`config.mk`:
```
export PLATFORM = sky130hd
export DESIGN_NAME = usb_status_ctl
export DESIGN_NICKNAME = d
export VERILOG_FILES = /design/src/logic/usb_ctl_pkg.sv /design/src/logic/usb_status_ctl.sv
export SDC_FILE = /design/constraint.sdc
export NUM_CORES = 1
export LEC_CHECK = 0
export ABC_AREA = 0
export BUFFER_PORTS_ARGS = -buffer_cell sky130_fd_sc_hd__buf_4
export CAP_MARGIN = 20
export CORE_AREA = 2 2 85 103
export CTS_BUF_LIST = sky130_fd_sc_hd__clkbuf_8
export CTS_CLUSTER_DIAMETER = 150
export DETAILED_ROUTE_END_ITERATION = 16
export DIE_AREA = 0 0 87 105
export GPL_TIMING_DRIVEN = 0
export PLACE_DENSITY = 0.77
export SETUP_SLACK_MARGIN = 0.5
export SKIP_LAST_GASP = 1
export SLEW_MARGIN = 10
export SYNTH_ARGS = -nofsm -noshare
export SYNTH_HDL_FRONTEND = slang
export SYNTH_SLANG_ARGS = --single-unit
```
`constraint.sdc`:
```
create_clock -name clk_in -period 2.27 [get_ports clk_in]
set_clock_uncertainty 0.05 [all_clocks]
set_input_delay 0.454 -clock clk_in [delete_from_list [all_inputs] [get_ports clk_in]]
set_output_delay 0.454 -clock clk_in [all_outputs]
set_load 0.1 [all_outputs]
```
`src/logic/usb_ctl_pkg.sv`:
```
// Purpose: Constants for the transfer-status queue and USB control block.
// Assumes: APB slave, 32-bit data, one aligned word per register.
// Notes:   Offsets are chosen locally; fields sit in the low byte.
//
// Notes on behaviour
// - Status bits 7:4 give last endpoint.
// - Status bit 3 gives direction, one transmit.
// - Status bit 2 gives bank, one odd.
// - Status is head of four-entry queue.
// - Status valid only while done flag set.
// - Clearing done flag pops the queue.
// - Unused status and upper bits read zero.
// - Control bit 7 shows live J state.
// - Control bit 6 shows live single-ended zero.
// - Device mode: bit 5 halts packets, SETUP sets.
// - Host mode: bit 5 shows token executing.
// - Host mode: bit 4 drives bus reset.
// - Bit 3 host enable; toggling resets host.
// - Bit 2 drives resume signalling.
// - Host mode: clearing resume appends low-speed EOP.
// - Bit 1 resets ping-pong pointers to even.
// - Device mode: bit 0 enables module.
// - Host mode: bit 0 sends SOF every 1 ms.
// - Address bit 7 selects low-speed next token.
// - Address bits 6:0 hold device address.
package usb_ctl_pkg;
   localparam logic [7:0]  STATUS_OFS    = 8'h00;  // Transfer status byte address.
   localparam logic [7:0]  CONTROL_OFS   = 8'h04;  // USB control byte address.
   localparam logic [7:0]  ADDRESS_OFS   = 8'h08;  // Device address byte address.
   localparam logic [7:0]  FLAGS_OFS     = 8'h0c;  // Interrupt flags byte address.
   localparam int          DONE_BIT      = 3;      // Transaction done flag position.
   localparam int          J_BIT         = 7;      // Live J flag position.
   localparam int          SE0_BIT       = 6;      // Live single-ended zero position.
   localparam int          PKT_BIT       = 5;      // Packet off or token busy.
   localparam int          BRST_BIT      = 4;      // Bus reset generate.
   localparam int          HOST_BIT      = 3;      // Host capability on.
   localparam int          RES_BIT       = 2;      // Resume signalling.
   localparam int          PPR_BIT       = 1;      // Ping-pong pointer reset.
   localparam int          EN_BIT        = 0;      // Module power or frame start.
   localparam int          FIFO_DEPTH    = 4;      // Status queue entries.
   localparam int          CLK_HZ        = 25000000; // Module clock rate.
   localparam int          SOF_PERIOD_US = 1000;   // Start-of-frame period in us.
   localparam int          SOF_CYCLES    = CLK_HZ / 1000000 * SOF_PERIOD_US;
   localparam int          EOP_NS        = 1330;   // Low-speed EOP length in ns.
   localparam int          EOP_CYCLES    = (EOP_NS * 25 + 999) / 1000;
   localparam logic [6:0]  STATUS_RESET  = 7'h00;  // Queue entry reset value.
   localparam logic [7:0]  BYTE_RESET    = 8'h00;  // Control and address reset value.
   localparam logic [31:0] UNMAPPED_DATA = 32'h0000_0000; // Read data at unmapped address.
   typedef enum logic [1:0] {EOP_IDLE, EOP_SEND} eop_state_type;
endpackage

```
`src/logic/usb_status_ctl.sv`:
```
// Purpose: Transfer-status queue, USB control and device address registers.
// Assumes: APB slave answering with pready high in the access cycle.
// Notes:   Event inputs are one-cycle pulses from the packet engine.
`timescale 1ns/100ps
`default_nettype none
module usb_status_ctl
   import usb_ctl_pkg::*;
(
   // Clock and reset.
   input  wire logic        clk_in,
   input  wire logic        reset_n_in,
   // APB slave.
   input  wire logic        psel_in,
   input  wire logic        penable_in,
   input  wire logic        pwrite_in,
   input  wire logic [7:0]  paddr_in,
   input  wire logic [31:0] pwdata_in,
   output logic [31:0]      prdata_out,
   output logic             pready_out,
   output logic             pslverr_out,
   // Packet engine events.
   input  wire logic        trans_done_in,
   input  wire logic [3:0]  trans_endpoint_in,
   input  wire logic        trans_tx_in,
   input  wire logic        trans_odd_in,
   input  wire logic        setup_seen_in,
   input  wire logic        token_active_in,
   // Live bus line state.
   input  wire logic        live_j_in,
   input  wire logic        live_se0_in,
   // Bus control outputs.
   output logic             bus_reset_out,
   output logic             resume_out,
   output logic             ls_eop_out,
   output logic             host_logic_reset_out,
   output logic             pingpong_clear_out,
   output logic             module_enable_out,
   output logic             packet_halt_out,
   output logic             sof_pulse_out,
   output logic             low_speed_next_out,
   output logic [6:0]       device_number_out,
   output logic             status_full_out
);
   // Every piece of state in one record.
   typedef struct packed {
      logic [3:0][6:0] fifo;      // Status queue storage.
      logic [1:0]      rd_ptr;    // Head index.
      logic [1:0]      wr_ptr;    // Tail index.
      logic [2:0]      count;     // Entries held.
      logic [5:0]      ctl;       // Writable control bits 5:0.
      logic [7:0]      addr;      // Device address register.
      logic            host_rst;  // Host logic reset pulse.
      logic [14:0]     sof_cnt;   // Frame timer.
      logic            sof;       // Frame start pulse.
      eop_state_type   eop_st;    // Low-speed EOP sequencer.
      logic [5:0]      eop_cnt;   // EOP cycle count.
   } state_type;

   state_type st_r;   // Registered state.
   state_type st_nxt; // Next state.

   logic wr_acc;   // Write access phase.
   logic rd_acc;   // Read access phase.
   logic host;     // Host mode active.
   logic [7:0] control_view; // Control register as read.
   logic [7:0] status_view;  // Head entry as read.

   // Builds a queue entry from its three fields; the entry is the status byte
   // without its lowest bit, so bit 0 of the entry is always zero.
   function automatic logic [6:0] pack_entry(input logic [3:0] ep, input logic tx,
                                             input logic odd);
      pack_entry = {ep, tx, odd, 1'b0};
   endfunction

   assign wr_acc = psel_in & penable_in & pwrite_in;
   assign rd_acc = psel_in & penable_in & ~pwrite_in;
   assign host   = st_r.ctl[HOST_BIT];
   // Bit 5 is a busy indicator in host mode, a writable halt otherwise.
   assign control_view = {live_j_in, live_se0_in,
                          host ? token_active_in : st_r.ctl[PKT_BIT],
                          st_r.ctl[4:0]};
   // The head shows only while the done flag is up; otherwise zero.
   assign status_view = (st_r.count != 3'd0) ?
                        {st_r.fifo[st_r.rd_ptr], 1'b0} : 8'h00;

   // Next-state logic for the register file, queue and sequencers.
   always_comb begin
      logic push;
      logic pop;
      push   = 1'b0;
      pop    = 1'b0;
      st_nxt = st_r;
      st_nxt.host_rst = 1'b0;
      st_nxt.sof      = 1'b0;
      // Pop when software writes one to the done flag while it is up.
      pop  = wr_acc && (paddr_in == FLAGS_OFS) && pwdata_in[DONE_BIT]
             && (st_r.count != 3'd0);
      // A full queue refuses the push unless a pop frees a slot in the same cycle, so no unread entry is lost.
      push = trans_done_in && ((st_r.count != 3'(FIFO_DEPTH)) || pop);
      if (push) begin
         st_nxt.fifo[st_r.wr_ptr] = pack_entry(trans_endpoint_in, trans_tx_in,
                                               trans_odd_in);
         st_nxt.wr_ptr = st_r.wr_ptr + 2'd1;
      end
      if (pop) begin
         st_nxt.rd_ptr = st_r.rd_ptr + 2'd1;
      end
      st_nxt.count = st_r.count + {2'b00, push} - {2'b00, pop};
      // Register writes.
      if (wr_acc && (paddr_in == CONTROL_OFS)) begin
         st_nxt.ctl = pwdata_in[5:0];
         if (pwdata_in[HOST_BIT] != st_r.ctl[HOST_BIT]) begin
            st_nxt.host_rst = 1'b1;
         end
         // Clearing resume in host mode launches the trailing EOP.
         if (st_r.ctl[RES_BIT] && !pwdata_in[RES_BIT] && host) begin
            st_nxt.eop_st  = EOP_SEND;
            st_nxt.eop_cnt = 6'd0;
         end
      end
      if (wr_acc && (paddr_in == ADDRESS_OFS)) begin
         st_nxt.addr = pwdata_in[7:0];
      end
      // A SETUP token sets the halt bit in device mode; it wins over a write.
      if (setup_seen_in && !host) begin
         st_nxt.ctl[PKT_BIT] = 1'b1;
      end
      // Frame timer runs only while frame start is enabled in host mode.
      if (host && st_r.ctl[EN_BIT]) begin
         if (st_r.sof_cnt == 15'(SOF_CYCLES - 1)) begin
            st_nxt.sof_cnt = 15'd0;
            st_nxt.sof     = 1'b1;
         end else begin
            st_nxt.sof_cnt = st_r.sof_cnt + 15'd1;
         end
      end else begin
         st_nxt.sof_cnt = 15'd0;
      end
      // EOP sequencer.
      case (st_r.eop_st)
         EOP_IDLE: begin
         end
         EOP_SEND: begin
            if (st_r.eop_cnt == 6'(EOP_CYCLES - 1)) begin
               st_nxt.eop_st = EOP_IDLE;
            end else begin
               st_nxt.eop_cnt = st_r.eop_cnt + 6'd1;
            end
         end
         default: st_nxt.eop_st = EOP_IDLE;
      endcase
   end

   // State register; all control clears on reset.
   always_ff @(posedge clk_in or negedge reset_n_in) begin
      if (!reset_n_in) begin
         st_r <= '0;
      end else begin
         st_r <= st_nxt;
      end
   end

   // Read data comes straight from the register views so the answer is
   // zero-wait; the price is that it is only meaningful in the access phase.
   always_comb begin
      case (paddr_in)
         STATUS_OFS:  prdata_out = {24'h000000, status_view};
         CONTROL_OFS: prdata_out = {24'h000000, control_view};
         ADDRESS_OFS: prdata_out = {24'h000000, st_r.addr};
         FLAGS_OFS:   prdata_out = {28'h0000000, (st_r.count != 3'd0), 3'b000};
         default:     prdata_out = UNMAPPED_DATA;
      endcase
   end

   assign pready_out           = 1'b1;
   // Addresses above the flags offset answer with an error so software notices a bad map.
   assign pslverr_out          = psel_in & penable_in & (paddr_in > FLAGS_OFS);
   assign bus_reset_out        = host & st_r.ctl[BRST_BIT];
   assign resume_out           = st_r.ctl[RES_BIT];
   assign ls_eop_out           = (st_r.eop_st == EOP_SEND);
   assign host_logic_reset_out = st_r.host_rst;
   assign pingpong_clear_out   = st_r.ctl[PPR_BIT];
   assign module_enable_out    = ~host & st_r.ctl[EN_BIT];
   assign packet_halt_out      = ~host & st_r.ctl[PKT_BIT];
   assign sof_pulse_out        = st_r.sof;
   assign low_speed_next_out   = st_r.addr[7];
   assign device_number_out    = st_r.addr[6:0];
   assign status_full_out      = (st_r.count == 3'(FIFO_DEPTH));
endmodule
`default_nettype wire

```
==> metrics, run 1 <==
initial antenna violation count=0; internal power=approximately 3000 uW; largest net degree at the start of global routing=71; Detailed Route WL=10,400 um; post-route antenna net violation count=0; switching part of the total=about a third; critical setup path kind=register to primary output; clock tree sinks=70; post-synth top area cell=dfrtp_1; ys async rst share=between 90% and 100%; met1 usage=between 20% and 30%; Final Util=70.5%; CP Data Required Time=1.77 ns; sequential share of the synthesized area=44.9%; die height=105 um; Combinational Power Share=a little over two fifths; first-pass GRT wire length=between 15,000 and 20,000 um; Synth top area share=between 40% and 50%; routed via count=~3,100; Nets=around 540; Clock Tree Buf Depth=2; worst slew pin tran=0.894 ns; DIE AREA=9140 sq um; PortBufs=55; Hold Crit Class=input port to asynchronous set/reset pin; Mean Syn Cell Area=between 10 and 15 sq um; Reg-to-Reg End=st_r[41]; Tmin final=2.56 ns; synthesis-stage register bit count=70; Clk pin slew, worst setup/hold paths=0.08 ns; max-cap viol count=0; Mapped Area=just under 4000 sq um; Post-Synthesis Cells=347; failing checks=negative setup slack; vias in the first global route=3,118; Worst slew margin=between 40% and 50%; Main synth FF type=dfrtp_1; Post-synth top cells=dfrtp_1 (70), buf_4 (32), nor2_1 (31); worst skew pair latency=0.35 ns; Placer Congestion=~0.85; CTS Buf Count=9; Global Route Usage Sum=21.0%; setup TNS=-1.80 ns; Peak supply drop=0.374 mV; final hold slack=approximately 0.16 ns; final setup margin=-0.291 ns; Max Clk Rate=0.391 GHz; CTS tree=yes; Initial Utilization=48.4%; Core Area=just over 8000 sq um; count leader, synth=dfrtp_1; drt pass-1 iters=4; startpoint types=register; FP Rows=36; Seq pwr share=a little under two fifths; Vias/cell=approximately 5.4; Setup violations, final=9; DRC Markers=0; YS warnings=0; synthesis-to-finish area growth=45.7%; I/O Pins=107; Fin. Hold Viols=0; outcome=finished, violations left; cells on worst reg2reg path=11; ant diodes=0; PwrDens=roughly 820 nW/um^2; unrepaired setup endpoints after global routing=true; root buf cell=clkbuf_8; die width=between 80 and 90 um; Final Cycle Share=113%; worst r2r src=st_r[41]; Initial DRC Count=roughly 230; count of different cell masters after synthesis=50; Slew Limit Fails=0; grt ovf=0; NetSw=between 1500 and 2000 uW; CP Max Fanout=6; Area contributors post-synth=dfrtp_1 (45%), mux2_2 (8.4%), buf_4 (6.2%), mux4_2 (3.5%), xnor2_1 (3.4%); wire per inst=roughly 18 um; M3 GR Usage=between 2 and 3%; share of layout cells above drive strength 1=between 50% and 60%; Critical Path Sink Type=primary output; leakage power=around 0.0027 uW; clock share of power=19.0%; H-tree Lvls=3; Post-synth EDFFs=0; DPL Wire Length=~6000 um; met2 global-route usage=35.3%; Most Crowded Layer GR=met2; reg2reg setup slack=-0.07 ns; Critical Path AT=~2.1 ns
-- power by group through the flow --
stage | Sequential [uW] | Combinational, uW | Clock, uW
CTS | 1730 | 1700 | 876
global route | 1810 | 2090 | 946
global placement | 1740 | 1290 | 0
floorplan | 1700 | 1120 | 0
finish | 1780 | 1980 | 881
detailed placement | 1760 | 1350 | 0
-- critical path: stages (launching register included) --
cell	delay, ns
dfrtp_2	0.48
or3_4	0.37
nand4_1	0.12
buf_6	0.16
nor2b_1	0.07
a221o_2	0.32
buf_8	0.18
-- sequential cells by signal, summed over array words and instances (netlist names) --
name,flops
host_logic_reset_out,1
resume_out,1
st_r,55
control_view,3
sof_pulse_out,1
pingpong_clear_out,1
device_number_out,7
low_speed_next_out,1
-- final cells by class --
type | instances | area (sq um)
Clock buffer | 10 | 138
Fill cell | 493 | 2380
Multi-Input combinational cell | 247 | 2260
Clock inverter | 6 | 30.0
Tap cell | 95 | 119
Buffer | 42 | 329
Timing Repair Buffer | 96 | 996
Inverter | 12 | 48.8
Sequential cell | 70 | 1760
-- per-stage QoR --
stage                     instances  setup WS, ns  total power (uW)  cell area, sq um
after global placement          521        -0.484              3030              4660
final                           578        -0.291              4640              5680
after floorplan                 371        -0.167              2820              4130
after CTS                       558        -0.263              4310              5330
after global routing            578        -0.329              4840              5680
after detailed placement        521        -0.577              3100              4660
-- layer usage --
metal | wire length, um | share of wire, %
met1 | 4130 | 40
met2 | 5620 | 54
met3 | 441 | 4.2
met4 | 241 | 2.3
met5 | 0 | 0
-- timing repair --
action	CTS	global route
hold buffers	0	0
setup buffers	21	19
gates cloned	0	1
gates resized for setup	73	48
setup endpoints to repair	58	59
pin swaps	10	14
-- cells by family after synthesis --
| family | count (synthesis) | share of synthesized area [%] |
|---|---|---|
| and+or+nand+nor | 116 | 16.1 |
| DFF | 70 | 44.9 |
| buffers and inverters | 54 | 8.66 |
| muxes | 44 | 14.4 |
| AOI/OAI and AO/OA | 33 | 8.25 |
| xor gates and xnor gates | 18 | 4.04 |
| adders and majority gates | 10 | 3.40 |
| other | 2 | 0.193 |
-- placed cells by master, fill, tap and decap left out, types with 4 or more instances in the layout --
cell type  count
buf_6         17
conb_1        26
ha_1           7
mux2_4        24
xnor2_1       14
dfrtp_2        4
nand4_1        7
nand3_1       21
dfrtp_1       65
a41oi_4        4
o21ai_0        5
buf_4         95
buf_12        16
nor2b_4        4
inv_2          4
nor2b_1        4
mux2_2        13
mux4_2         6
buf_8          5
clkbuf_8      10
nor3_1         5
inv_1          9
buf_2          4
nor2_1        26
nand2_1       12
-- worst max-delay path by stage --
stage | from | to | slack, ns | depth (start not counted)
2_1_floorplan | paddr_in[6] | st_r[41] | -0.17 | 11
3_5_place_dp | paddr_in[6] | st_r[41] | -0.58 | 11
4_1_cts | st_r[44] | prdata_out[2] | -0.26 | 5
5_1_grt | st_r[44] | prdata_out[5] | -0.33 | 5
3_3_place_gp | paddr_in[6] | st_r[41] | -0.48 | 11
6_report | st_r[41] | prdata_out[6] | -0.29 | 6
Power figures use the tool's default switching activity.
==> run 2, diff against run 1 <==
CORE_AREA = 2 2 81 99   (was 2 2 85 103)
DIE_AREA = 0 0 83 101   (was 0 0 87 105)
PLACE_DENSITY = 0.8   (was 0.77)
REMOVE_ABC_BUFFERS = 1   (was unset)
clock period = 2.4 ns   (was 2.27 ns; I/O delays follow)
==> run 2 against run 1 <==
Effect of this change: the run still ends with negative setup slack left; power down 5.0%; register-to-register slack worse by 0.02 ns; routed wire length down 12%; highest routed layer unchanged; critical path type unchanged; largest cell class unchanged; via count down 6.3%.
==> metrics, run 2 (same netlist as run 1, synthesis figures left out) <==
critical-path cell list=mux4_2 > nor2b_4 > a221o_1 > buf_12; leakage power=around 0.0024 uW; I/O Pins=107; final non-filler cell area=slightly above 5000 sq um; CP Data Required Time=~1.9 ns; Placer Congestion=0.838; worst slew pin tran=between 0.8 and 0.9 ns; Final Cycle Share=108%; setup TNS=-1.02 ns; Clock Tree Buf Depth=2; share of layout cells above drive strength 1=41.8%; most frequent cells in the layout=dfrtp_1 (65), buf_4 (59), nor2_1 (26), conb_1 (26), nand3_1 (21); startpoint types=register; Cell Count, Final, Fillers Out=about 530; Peak supply drop=about 0.56 mV; Core Area=between 7000 and 8000 sq um; PortBufs=57; DPL Wire Length=5340 um; largest net degree at the start of global routing=just over 70; Worst slew margin=about 43%; ant diodes=0; DIE AREA=8380 sq um; synthesis-to-finish area growth=31.2%; Max stage delay cell, worst path=mux4_2; Detailed Route WL=~9200 um; Global Route Usage Sum=between 15 and 20%; initial antenna violation count=0; H-tree Lvls=3; CP max stage delay=0.57 ns; Critical Path Sink Type=primary output; failing checks=negative setup slack; Nets=between 400 and 500; die height=101 um; Initial Utilization=between 50% and 60%; final setup margin=-0.181 ns; Critical Path AT=a little over 2 ns; Fin. Hold Viols=0; drt pass-1 iters=6; clock tree sinks=70; Buffers & Inverters on Critical Path=1; PwrDens=~860 nW/um^2; FP Rows=35; die width=83 um; max-cap viol count=0; vias in the first global route=about 2,800; Crit path max-delay family=multiplexers; root buf cell=clkbuf_8; Slew Limit Fails=0; Clk pin slew, worst setup/hold paths=roughly 0.080 ns; Vias/cell=5.61; first-pass GRT wire length=between 10,000 and 15,000 um; DRC Markers=0; critical setup path kind=register to primary output; unrepaired setup endpoints after global routing=true; outcome=finished, violations left; CTS Buf Count=9; CTS tree=yes; Tmin final=2.58 ns; Max Clk Rate=between 0.3 and 0.4 GHz; Placed Instance Area=roughly 4200 sq um; post-route antenna net violation count=0; max FFs per register=55; most common cell after layout, fill and taps aside=dfrtp_1; Post-Place Cells=478; Setup violations, final=7; Initial DRC Count=147; CP Max Fanout=8; routed via count=slightly below 3,000; grt ovf=0; wire per inst=approximately 18 um; Hold Crit Class=input port to asynchronous set/reset pin; Top reg by flops=st_r; worst skew pair latency=0.36 ns
-- run 2: worst register-to-register path, delay by kind of cell, from the launching register on --
family	cells	cell delay, ns
flops	1	0.44
compound gates	1	0.06
buf+inv	2	0.15
xor+xnor	2	0.29
simple gates	3	0.60
fa+ha+maj	3	0.80
-- run 2: final timing paths --
check / from / to / slack [ns] / cells after the start
setup / recovery: st_r[44] / prdata_out[5] / -0.18 / 4
hold / removal: reset_n_in / st_r[23] / 0.18 / 1
setup reg to reg: st_r[40] / st_r[41] / -0.09 / 11
hold reg to reg: st_r[9] / st_r[9] / 0.41 / 1
max in group asynchronous: reset_n_in / st_r[39] / 1.51 / 1
min in group clk_in: pwdata_in[6] / device_number_out[6] / 0.30 / 2
-- run 2: layout make-up --
| class | count | area [sq um] |
|---|---|---|
| repair buffers | 88 | 873 |
| flip-flops and latches | 70 | 1760 |
| well taps | 92 | 115 |
| fillers | 513 | 2370 |
| clock inverters | 4 | 53.8 |
| clock buffers | 12 | 165 |
| multi-input cells | 247 | 2110 |
| inverters | 12 | 45.0 |
-- run 2: power by group --
group          total (uW)  switching, uW  internal (uW)  leakage (uW)
Clock                1040            469            567      0.000105
Sequential           1680            215           1460      0.000890
Combinational        1690            815            879       0.00137
-- run 2: stage by stage --
stage                     power [uW]  setup slack [ns]  hold WS, ns  util [%]
final                           4400            -0.181        0.178      68.3
after global routing            4600            -0.254        0.250      68.3
after CTS                       3890            -0.201        0.217      62.3
after global placement          2700            -0.606        0.390      56.6
after detailed placement        2770            -0.705        0.395      56.6
after floorplan                 2510             -2.56        0.134         -
-- run 2: routing by layer --
metal / track usage, % / part of all wire (%) / up-vias
met4: 12.7 / 1.6 / 0
li1: - / - / 1345
met2: 31.9 / 53 / 107
met3: 4.18 / 5.1 / 18
met1: 23.3 / 41 / 1474
met5: 0 / 0 / -
-- run 2: repair_timing --
action / in CTS / in global routing
pin swaps: 6 / 9
resized for setup: 41 / 56
hold buffers: 0 / 0
setup buffers: 8 / 23
setup endpoints to repair: 50 / 53
==> run 3, diff against run 2 <==
ABC_AREA = 1   (was 0)
BUFFER_PORTS_ARGS = -buffer_cell sky130_fd_sc_hd__clkbuf_2   (was -buffer_cell sky130_fd_sc_hd__buf_4)
==> run 3 against run 2 <==
Effect of this change: the run now ends clean; critical path depth increased by 4; non-clock buffer count down 1; combinational power decreased by 21%; synthesized cell count is 41% higher.
==> metrics, run 3 <==
root buf cell=clkbuf_8; Area contributors post-synth=dfrtp_1 (45%), nand2_1 (12%), buf_4 (6.5%), nor2_1 (5.0%), nand4_1 (4.6%); Post-synth EDFFs=0; DRC Markers=0; post-route antenna net violation count=0; H-tree Lvls=3; Tmin final=approximately 2.3 ns; met2 global-route usage=between 30 and 40%; DPL Wire Length=between 6000 and 7000 um; Worst slew margin=50.9%; clock tree sinks=70; Global Route Usage Sum=about a quarter; Initial Utilization=52.2%; FF+latch area=1760 sq um; Peak supply drop=about 0.52 mV; die height=about 100 um; Post-Synthesis Cells=489; ys async rst share=100%; worst skew pair latency=0.36 ns; count leader, synth=nand2_1; Setup violations, final=0; Final Util=68.4%; Final Cycle Share=96.6%; synthesis-stage register bit count=70; Cell Count, Final, Fillers Out=around 660; Core Area=7490 sq um; Mapped Area=3910 sq um; CTS tree=yes; drt pass-1 iters=5; wire per inst=roughly 15 um; CP Max Fanout=6; Top reg by flops=st_r; Most Crowded Layer GR=met2; Placer Congestion=approximately 0.91; Clock Tree Buf Depth=2; M3 GR Usage=5.08%; Hold Crit Class=input port to register; critical setup path kind=register to primary output; first-pass GRT wire length=15,600 um; FP Rows=35; routed via count=3,600; outcome=finished, final reports clean; Slew Limit Fails=0; die width=roughly 83 um; PwrDens=roughly 800 nW/um^2; Nets=633; most common cell after layout, fill and taps aside=nand2_1; leakage power=0.00249 uW; Post-synth top cells=nand2_1 (123), dfrtp_1 (70), nor2_1 (52); Pwr Total=between 4000 and 5000 uW; Mean Syn Cell Area=7.99 sq um; ant diodes=0; Initial DRC Count=about 230; Critical Path AT=~1.8 ns; vias in the first global route=~3,400; count of different cell masters after synthesis=34; area of the multi-input gates=between 2000 and 2500 sq um; max-cap viol count=0; post-synth top area cell=dfrtp_1; DIE AREA=8380 sq um; PortBufs=between 50 and 60; worst slew pin tran=between 0.7 and 0.8 ns; Detailed Route WL=9930 um; synthesis-to-finish area growth=31.1%; grt ovf=0; startpoint types=register; Clk pin slew, worst setup/hold paths=around 0.08 ns; Max Clk Rate=0.431 GHz; final hold slack=~0.30 ns; Synth top area share=44.8%; met1 usage=about 28%; initial antenna violation count=0; Filler Cell Count=roughly 540; share of layout cells above drive strength 1=approximately 28%; I/O Pins=107; unrepaired setup endpoints after global routing=true; Post-Place Cells=~620; final setup margin=~0.08 ns; Critical Path Sink Type=primary output; max FFs per register=55; sequential share of the synthesized area=around 45%; Main synth FF type=dfrtp_1; YS warnings=0; most frequent cells in the layout=nand2_1 (111), dfrtp_1 (67), nor2_1 (43); Vias/cell=between 5 and 6; CTS Buf Count=9; Fin. Hold Viols=0; largest net degree at the start of global routing=55; CP Data Required Time=approximately 1.9 ns; Place WS=-0.623 ns
run 3: layout make-up:
cell class	count	area share, %
Timing Repair Buffer	87	16.3
Sequential cell	70	34.3
Clock inverter	5	1.59
Multi-Input combinational cell	359	39.6
Tap cell	92	2.25
Clock buffer	11	2.95
Inverter	40	3.05
run 3: through the flow:
step                      instance area, sq um  setup TNS [ns]
after floorplan                           3690          -30.56
after global placement                    4090           -8.59
after detailed placement                  4130           -5.56
after CTS                                 4870               0
after global routing                      5120               0
final                                     5120               0
run 3: where the power goes:
group          switching [uW]  leakage (uW)  internal, uW  total, uW
sequential                173      0.000905          1430       1600
clock                     462      0.000116           641       1100
combinational             882       0.00147           456       1340
run 3: worst max-delay path: stages (launching register included):
cell,delay [ns]
dfrtp_2,0.42
clkinvlp_4,0.17
buf_6,0.16
buf_4,0.13
o21ai_2,0.11
o21ai_1,0.09
nand2_2,0.07
nand3_2,0.07
clkbuf_16,0.20
run 3: kinds of logic after synthesis:
group	share of synthesized area, %
simple gates	31.1
xor+xnor	2.24
fa+ha+maj	3.39
other cells	0.192
buf+inv	11.7
flops	44.8
compound gates	6.50
run 3: layer usage:
layer	up-vias	wire length, um	part of all wire (%)
li1	1701	-	-
met1	1723	3970	40
met2	145	5130	52
met3	31	548	5.5
met4	0	282	2.8
met5	-	0	0
run 3: timing repair:
| item | 4_1_cts | 5_1_grt |
|---|---|---|
| gates resized for setup | 77 | 63 |
| cloned | 1 | 0 |
| setup endpoints to repair | 34 | 13 |
| hold endpoints to repair | 16 | 0 |
| setup buffers | 18 | 9 |
| pin swaps | 16 | 21 |
| hold buffers | 1 | 0 |
run 3: final timing paths:
path | startpoint | endpoint | slack [ns] | cells after the start
setup / recovery | st_r[44] | prdata_out[7] | 0.08 | 8
hold / removal | pwdata_in[7] | low_speed_next_out | 0.30 | 3
setup reg to reg | st_r[40] | st_r[40] | 0.23 | 12
hold reg to reg | st_r[63] | st_r[63] | 0.42 | 2
max in group asynchronous | reset_n_in | st_r[44] | 1.22 | 3
min in group asynchronous | reset_n_in | st_r[19] | 0.51 | 2
